$ cat config.mk
export PLATFORM = sky130hd
export DESIGN_NAME = cyclic_sleep_controller
export DESIGN_NICKNAME = d
export VERILOG_FILES = /design/src/design/tick_divider.v /design/src/design/cyclic_sleep_controller.v
export VERILOG_INCLUDE_DIRS = /design/src /design/src/design
export SDC_FILE = /design/constraint.sdc
export NUM_CORES = 1
export LEC_CHECK = 0
export BUFFER_PORTS_ARGS = -buffer_cell sky130_fd_sc_hd__clkbuf_2
export CAP_MARGIN = 20
export CORE_MARGIN = 4
export CORE_UTILIZATION = 40
export CTS_CLUSTER_SIZE = 40
export DETAILED_ROUTE_END_ITERATION = 8
export PLACE_DENSITY = 0.62
export SETUP_SLACK_MARGIN = 0.05
export SKIP_CTS_REPAIR_TIMING = 1
export SLEW_MARGIN = 25
export SYNTH_ARGS = -nofsm -noshare
export SYNTH_HDL_FRONTEND = slang
export SYNTH_SLANG_ARGS = --single-unit
$ cat constraint.sdc
create_clock -name core_clk -period 3.37 [get_ports core_clk]
set_clock_uncertainty 0.1 [all_clocks]
set_input_delay 0.337 -clock core_clk [delete_from_list [all_inputs] [get_ports core_clk]]
set_output_delay 0.337 -clock core_clk [all_outputs]
set_load 0.03 [all_outputs]
$ cat src/design/sleep_ctrl_defs.vh
// constants for the cyclic sleep controller
`ifndef SLEEP_CTRL_DEFS_VH
`define SLEEP_CTRL_DEFS_VH

// apb register byte offsets
`define REG_CTRL 8'h00
`define REG_INACT 8'h04
`define REG_INITDUR 8'h08
`define REG_STATUS 8'h0C

// control register fields
`define CTRL_MODE_LSB 0
`define CTRL_MODE_MSB 3
`define CTRL_PINWAKE_BIT 4

// reset values and the inactivity minimum
`define MODE_RESET 4'h0
`define PINWAKE_RESET 1'b0
`define INACT_RESET 16'h0064
`define INACT_MIN 16'h0010
`define INITDUR_RESET 8'h01

// sleep mode codes
`define MODE_OFF 4'h0
`define MODE_PIN 4'h1
`define MODE_CYC_FIRST 4'h3
`define MODE_CYC_LAST 4'h8

// wake period of the shortest cyclic mode, in 100 ms ticks
`define CYC_BASE_TICKS 8'h05

// timing: clock rate, tick, detect and listen window
`define CLK_MHZ 250
`define TICK_MS 100
`define DETECT_MS 35
`define LISTEN_MS 50
`define TICK_CYC (`TICK_MS * `CLK_MHZ * 1000)
`define DETECT_CYC (`DETECT_MS * `CLK_MHZ * 1000)
`define LISTEN_CYC (`LISTEN_MS * `CLK_MHZ * 1000)

`endif

$ cat src/design/tick_divider.v
// divider that makes the one-cycle 100 ms tick enable
`timescale 1ns/1ns
module tick_divider #(
  parameter [31:0] TICK_CYCLES = 32'd25000000
) (
  // clock and reset
  input wire core_clk,
  input wire sys_rst,
  // tick enable
  output reg tick
);

  reg [31:0] count;

  always @(posedge core_clk) begin
    if (sys_rst) begin
      count <= 32'h0000_0000;
      tick <= 1'b0;
    end else if (count >= TICK_CYCLES - 32'd1) begin
      count <= 32'h0000_0000;
      tick <= 1'b1;
    end else begin
      count <= count + 32'd1;
      tick <= 1'b0;
    end
  end

endmodule

$ cat src/design/cyclic_sleep_controller.v
// sleep and wake controller with apb registers
//
// The APB slave port and the register offsets were chosen for this implementation.
`timescale 1ns/1ns
`include "sleep_ctrl_defs.vh"
module cyclic_sleep_controller #(
  parameter [31:0] TICK_CYCLES = `TICK_CYC,
  parameter [31:0] DETECT_CYCLES = `DETECT_CYC,
  parameter [31:0] LISTEN_CYCLES = `LISTEN_CYC
) (
  // clock and reset
  input wire core_clk,
  input wire sys_rst,
  // apb slave
  input wire psel,
  input wire penable,
  input wire pwrite,
  input wire [7:0] paddr,
  input wire [31:0] pwdata,
  output reg [31:0] prdata,
  output reg pready,
  output reg pslverr,
  // pins
  input wire sleepPin,
  input wire initDetectPin,
  // radio activity, same clock
  input wire txActive,
  input wire rxActive,
  input wire txPending,
  input wire txStart,
  // status to the radio
  output reg radioOn,
  output reg listening,
  output reg rxSync,
  output reg initSending
);

  localparam [2:0] ST_ACTIVE = 3'd0;
  localparam [2:0] ST_SLEEP = 3'd1;
  localparam [2:0] ST_LISTEN = 3'd2;
  localparam [2:0] ST_SYNC = 3'd3;
  localparam [2:0] ST_PINSLEEP = 3'd4;

  function isCyclic;
    input [3:0] mode;
    begin
      isCyclic = (mode >= `MODE_CYC_FIRST) && (mode <= `MODE_CYC_LAST);
    end
  endfunction

  // wake period in ticks doubles with each code above the first cyclic one
  function [7:0] periodTicks;
    input [3:0] mode;
    reg [3:0] steps;
    begin
      steps = mode - `MODE_CYC_FIRST;
      periodTicks = `CYC_BASE_TICKS << steps[2:0];
    end
  endfunction

  // configuration
  reg [3:0] sleepModeSelect;
  reg pinWakeEnable;
  reg [15:0] inactivityTime;
  reg [7:0] initializerDuration;

  // pin synchronisers
  reg [2:0] pinSync;
  reg [2:0] detSync;
  reg pinLevel;
  reg detLevel;

  // state and counters
  reg [2:0] state;
  reg [2:0] next_state;
  reg [15:0] idleTicks;
  reg [7:0] sleepTicks;
  reg [31:0] windowCount;
  reg [31:0] detectCount;
  reg [7:0] initTicks;
  wire tick;

  tick_divider #(
    .TICK_CYCLES(TICK_CYCLES)
  ) u_tick (
    .core_clk(core_clk),
    .sys_rst(sys_rst),
    .tick(tick)
  );

  // a change counts only once the second and third stages agree
  always @(posedge core_clk) begin
    if (sys_rst) begin
      pinSync <= 3'b000;
      detSync <= 3'b000;
      pinLevel <= 1'b0;
      detLevel <= 1'b0;
    end else begin
      pinSync <= {pinSync[1:0], sleepPin};
      detSync <= {detSync[1:0], initDetectPin};
      if (pinSync[1] == pinSync[2]) begin
        pinLevel <= pinSync[2];
      end
      if (detSync[1] == detSync[2]) begin
        detLevel <= detSync[2];
      end
    end
  end

  // decode terms
  // the sleep pin only matters in pin mode and, with pinWakeEnable set, in cyclic modes; every other mode ignores it
  wire cyclic = isCyclic(sleepModeSelect);
  wire pinWakeOn = cyclic && pinWakeEnable;
  wire pinHold = pinWakeOn && !pinLevel;
  wire activity = txActive || rxActive;
  wire idleDone = (idleTicks >= inactivityTime);
  wire windowDone = (windowCount >= LISTEN_CYCLES - 32'd1);
  wire detectDone = (detectCount >= DETECT_CYCLES - 32'd1);

  // state transitions
  always @* begin
    next_state = state;
    case (state)
      ST_ACTIVE: begin
        if (sleepModeSelect == `MODE_PIN) begin
          if (pinLevel) begin
            next_state = ST_PINSLEEP;
          end
        end else if (cyclic && !pinHold && idleDone && !txPending && !activity) begin
          next_state = ST_SLEEP;
        end
      end
      ST_SLEEP: begin
        if (!cyclic || pinHold || txPending) begin
          next_state = ST_ACTIVE;
        end else if (tick && sleepTicks >= periodTicks(sleepModeSelect) - 8'd1) begin
          next_state = ST_LISTEN;
        end
      end
      ST_LISTEN: begin
        // a detect still running when the window closes is lost; the far side must send longer
        if (!cyclic || pinHold || txPending) begin
          next_state = ST_ACTIVE;
        end else if (detLevel && detectDone) begin
          next_state = ST_SYNC;
        end else if (windowDone) begin
          next_state = ST_SLEEP;
        end
      end
      ST_SYNC: begin
        // mode is not looked at here, so a sync in progress always runs to its end
        if (!detLevel) begin
          next_state = ST_ACTIVE;
        end
      end
      ST_PINSLEEP: begin
        if (sleepModeSelect != `MODE_PIN || !pinLevel) begin
          next_state = ST_ACTIVE;
        end
      end
      default: begin
        next_state = ST_ACTIVE;
      end
    endcase
  end

  // modes 0, 2 and above 8 never leave the active state
  always @(posedge core_clk) begin
    if (sys_rst) begin
      state <= ST_ACTIVE;
      radioOn <= 1'b1;
      listening <= 1'b0;
      rxSync <= 1'b0;
    end else begin
      state <= next_state;
      radioOn <= (next_state != ST_SLEEP) && (next_state != ST_PINSLEEP);
      listening <= (next_state == ST_LISTEN) || (next_state == ST_SYNC);
      rxSync <= (state == ST_SYNC) && (next_state == ST_ACTIVE);
    end
  end

  // inactivity timer counts whole ticks while awake and idle
  // the tick runs free, so the idle time may end up to one tick short
  always @(posedge core_clk) begin
    if (sys_rst) begin
      idleTicks <= 16'h0000;
    end else if (state != ST_ACTIVE || activity || pinHold) begin
      idleTicks <= 16'h0000;
    end else if (tick && !idleDone) begin
      idleTicks <= idleTicks + 16'd1;
    end
  end

  // sleep period, listen window and detect counters
  always @(posedge core_clk) begin
    if (sys_rst) begin
      sleepTicks <= 8'h00;
      windowCount <= 32'h0000_0000;
      detectCount <= 32'h0000_0000;
    end else begin
      if (state != ST_SLEEP) begin
        sleepTicks <= 8'h00;
      end else if (tick) begin
        sleepTicks <= sleepTicks + 8'd1;
      end
      if (state != ST_LISTEN) begin
        windowCount <= 32'h0000_0000;
      end else begin
        windowCount <= windowCount + 32'd1;
      end
      // the initializer must be seen without a break; any gap restarts the count
      if (state != ST_LISTEN || !detLevel) begin
        detectCount <= 32'h0000_0000;
      end else if (!detectDone) begin
        detectCount <= detectCount + 32'd1;
      end
    end
  end

  // initializer send timer; granularity is one tick, so the first tick may come early
  always @(posedge core_clk) begin
    if (sys_rst) begin
      initTicks <= 8'h00;
      initSending <= 1'b0;
    end else if (txStart && !initSending) begin
      initTicks <= initializerDuration;
      initSending <= (initializerDuration != 8'h00);
    end else if (initSending && tick) begin
      initTicks <= initTicks - 8'd1;
      if (initTicks == 8'd1) begin
        initSending <= 1'b0;
      end
    end
  end

  // apb: setup cycle prepares the answer, the access cycle completes at once
  wire setup = psel && !penable;
  wire access = psel && penable && pready;
  wire mapped = (paddr == `REG_CTRL) || (paddr == `REG_INACT) ||
                (paddr == `REG_INITDUR) || (paddr == `REG_STATUS);

  always @(posedge core_clk) begin
    if (sys_rst) begin
      pready <= 1'b0;
      pslverr <= 1'b0;
      prdata <= 32'h0000_0000;
    end else begin
      pready <= setup;
      pslverr <= setup && !mapped;
      if (setup && !pwrite) begin
        case (paddr)
          `REG_CTRL: begin
            prdata <= {27'h000_0000, pinWakeEnable, sleepModeSelect};
          end
          `REG_INACT: begin
            prdata <= {16'h0000, inactivityTime};
          end
          `REG_INITDUR: begin
            prdata <= {24'h00_0000, initializerDuration};
          end
          `REG_STATUS: begin
            // state code with the synced pin levels, for software to watch
            prdata <= {24'h00_0000, initSending, detLevel, pinLevel, 2'b00, state};
          end
          default: begin
            prdata <= 32'h0000_0000;
          end
        endcase
      end
    end
  end

  // register writes; a too short inactivity time is raised to the minimum
  always @(posedge core_clk) begin
    if (sys_rst) begin
      sleepModeSelect <= `MODE_RESET;
      pinWakeEnable <= `PINWAKE_RESET;
      inactivityTime <= `INACT_RESET;
      initializerDuration <= `INITDUR_RESET;
    end else if (access && pwrite) begin
      case (paddr)
        `REG_CTRL: begin
          sleepModeSelect <= pwdata[`CTRL_MODE_MSB:`CTRL_MODE_LSB];
          pinWakeEnable <= pwdata[`CTRL_PINWAKE_BIT];
        end
        `REG_INACT: begin
          if (pwdata[15:0] < `INACT_MIN) begin
            inactivityTime <= `INACT_MIN;
          end else begin
            inactivityTime <= pwdata[15:0];
          end
        end
        `REG_INITDUR: begin
          initializerDuration <= pwdata[7:0];
        end
        // status and unmapped writes change nothing
        default: begin
          inactivityTime <= inactivityTime;
        end
      endcase
    end
  end

endmodule

==> key figures <==
STA
  • Fmax: 312.5 MHz
  • Slew headroom: 48.09%
  • Min Tclk post-route: 3.200 ns
  • Setup TNS Final: 0 ns
  • Hold_ws: 0.01771 ns
  • Final hold vios: 0
  • Crit share post-route: 94.97%
  • Setup violations, final: 0
  • Slew @ Worst Pin: 0.7715 ns
  • Slew Limit Fails: 0
  • RSZ-0062 raised after global routing: true

Power and ir drop
  • Clock network power share: 45.8%
  • VDD IR max: 0.3560 mV
  • Cell Pwr Density: 445.7 mW/mm^2
  • NetSw: 1.038 mW
  • LEAKAGE: 3.596 nW
  • Fraction of power spent switching nets: 23.05%
  • P_int: 3.464 mW
  • Flop pwr share: 50.8%
  • Combinational power share: 3.4%

Setup path
  • Cell depth of the worst flop-to-flop path: 13
  • RR Startpoint: sleepModeSelect[1]
  • Slowest cell delay on critical path: 0.34 ns
  • CP Class: register to register
  • CP Capture Type: register
  • Crit-path slowest cell: a2111oi_4
  • R2R Setup Slk: 0.17 ns
  • CP dominant cell by count: ha_4
  • Worst setup path startpoint: sleepModeSelect[1]
  • Arr. time, crit path: 3.41 ns
  • CP startpoint kind: register
  • Worst path top cell family by delay: compound AO/OA/AOI/OAI gates
  • Worst r2r dst: radioOn
  • WP buf/inv: 0
  • Crit-path cells: and2_4 -> ha_4 -> or3_1 -> ha_2 -> mux2_2 -> nand2_2 -> ha_4 -> a21o_4 -> a2111oi_4 -> o21ai_2 -> a21oi_2 -> a221oi_2 -> a311o_1
  • CP Data Required Time: 3.58 ns
  • CP max FO: 2

Die
  • Std cell rows: 54
  • Initial Util: 40.65%
  • Chip width: 156.7 um
  • Die Ht: 156.7 um
  • Die area: 0.02455 sq mm
  • Core ar.: 0.02176 sq mm
  • IO Pins: 89

Yosys
  • Top cell type's share of synthesized area: 43.24%
  • Main synth FF type: dfxtp_1
  • Largest area contributor in the netlist: dfxtp_1
  • Synth cell types: 63
  • Synth Instances: 1030
  • Register area share after synthesis: 43.24%
  • Mapped Area: 0.008843 sq mm
  • Synth area leaders: dfxtp_1 (43%), ha_1 (4.7%), nor2_1 (4.5%), a21oi_1 (4.0%), nand2_1 (3.7%)
  • Average cell area after synthesis: 8.586 sq um
  • Number of synthesized flops with an enable pin: 0
  • Async S/R FF share, synth: 0%
  • Yosys warns: 0
  • Synth Register Bits: 191

Placed design
  • Inst Count DP: 1346
  • Port Buf Inserts: 56
  • DP HPWL: 13560 um
  • Final GP Congestion: 0.8476

Global route
  • Remaining Overflow, GRT: 0
  • First-pass GRT wire length: 31720 um
  • Vias in the first global route: 6464
  • Largest net degree at the start of global routing: 61
  • Initial antenna violation count: 1
  • GRT Total Usage: 15.54%

Clocking
  • Worst-Skew Late Latency: 0.43 ns
  • Sink Count: 191
  • Max H-tree Level: 4
  • Total CTS buffers: 17
  • CTS tree: done
  • CTS root buf: clkbuf_16
  • Clk buf depth: 2
  • Clock transition at path regs: 0.07 ns

Run status
  • Outcome: finished clean

Drt
  • Drt initial violations: 317
  • Post-DR vias/cell: 5.170
  • Remaining DRCs: 0
  • Via Count: 7135
  • Routed WL: 19050 um
  • Drt first pass iters: 5
  • Routed Antenna Nets: 0
  • Routed length per instance: 13.81 um

Cells and area
  • Layout cell share with drive strength beyond 1: 12.10%
  • Final Instance Count excl. Fillers: 1380
  • Area Growth Syn to Fin: 14.21%
  • Nets: 1170

Hold path
  • Hold Startpoint: initDetectPin
  • Hold Path Sink: detSync[0]
  • Worst hold path type: input pin to register
  • Hold path depth: 2

Job
  • Total of max-cap violations: 0
## synth_stat cells (16+ instances only)
cell type	instances
a22oi_1	18
nor2_1	106
nand4_1	19
nand2_1	88
buf_4	16
clkbuf_1	36
a21oi_1	70
or3_1	34
ha_1	33
o21ai_0	50
xor2_1	37
mux2i_1	17
and3_1	22
nand3_1	47
dfxtp_1	191
inv_1	35
xnor2_1	28
nor4_1	22
nor3_1	40
## worst register-to-register path, stage by stage (launching register included)
cell and delay [ns]:
dfxtp_1 0.31, and2_4 0.16, ha_4 0.20, or3_1 0.31, ha_2 0.19, mux2_2 0.28
nand2_2 0.08, ha_4 0.20, a21o_4 0.24, a2111oi_4 0.34, o21ai_2 0.11, a21oi_2 0.15
a221oi_2 0.08, a311o_1 0.33
## state kept, by name (all words and copies together), names as in the netlist, 3 cells and up
| name | flops |
|---|---|
| state | 3 |
| initializerDuration | 8 |
| detSync | 3 |
| u_tick.count | 32 |
| inactivityTime | 16 |
| prdata | 16 |
| idleTicks | 16 |
| pinSync | 3 |
| initTicks | 8 |
| detectCount | 32 |
| sleepTicks | 8 |
| sleepModeSelect | 4 |
| windowCount | 32 |
## per-stage QoR
stage               setup slack, ns  util, %  power [mW]  cell area [sq um]
floorplan                   0.05064        -       2.450               8970
global placement            0.08581    43.27       2.488               9413
detailed placement          0.03813    43.27       2.489               9413
CTS                        0.006445    46.06       4.568              10020
global route                0.03478    46.42       4.684              10100
finish                       0.1695    46.42       4.502              10100
## power by group through the flow
| stage | Clock, mW | Combinational [mW] | Sequential (mW) |
|---|---|---|---|
| final | 2.06 | 0.153 | 2.29 |
| after global routing | 2.23 | 0.168 | 2.29 |
| after CTS | 2.13 | 0.152 | 2.28 |
| after floorplan | 0 | 0.114 | 2.34 |
| after detailed placement | 0 | 0.151 | 2.34 |
| after global placement | 0 | 0.151 | 2.34 |
## layout make-up
class                           instances  area, sq um
Timing Repair Buffer                   73        410.4
Antenna cell                            1        2.502
Sequential cell                       191         3824
Clock buffer                           19        442.9
Multi-Input combinational cell        768         4773
Fill cell                            2177        11660
Clock inverter                         13        165.2
Inverter                               35        131.4
Tap cell                              280        350.3
## cell usage in the layout (no fill, tap or decap), types with 4 or more instances in the layout
cell / n
nand2b_1: 6
o211ai_1: 9
and2_1: 7
clkbuf_16: 17
nor2_1: 106
mux2i_1: 17
ha_1: 30
dfxtp_1: 191
conb_1: 23
a31oi_1: 6
nor3_1: 40
nor2b_1: 11
mux2_2: 4
nor3b_1: 4
nand2_1: 87
and3_1: 22
a21oi_1: 69
nor4_1: 22
o21ai_0: 49
and4_1: 8
nand3_1: 47
nand4_1: 19
inv_8: 4
buf_4: 16
inv_1: 35
or4_1: 4
clkbuf_2: 55
or3_1: 34
a22oi_1: 18
xnor2_1: 28
xor2_1: 37
## layer usage
metal	global-route usage [%]	share of wire [%]	up-vias
met3	3.485	2.8	13
met5	0	0	-
li1	-	-	3736
met1	21.89	49	3312
met4	3.719	1.0	0
met2	24.33	47	74
## how the worst max path moves through the flow
| stage | to | slack [ns] | depth (start not counted) |
|---|---|---|---|
| after floorplan | radioOn | 0.05 | 14 |
| after CTS | radioOn | 0.006 | 13 |
| after global placement | radioOn | 0.09 | 13 |
| after detailed placement | radioOn | 0.04 | 13 |
| final | radioOn | 0.17 | 13 |
| after global routing | radioOn | 0.03 | 13 |
## cells by family after synthesis
group	count (synthesis)	synth area share, %
mux	24	3.197
compound gates	187	12.73
simple gates	436	24.87
flops	191	43.24
fa+ha+maj	33	4.669
buf+inv	93	4.810
other cells	1	0.04240
xor+xnor	65	6.438
No activity file was read; power rests on OpenSTA's default activity.
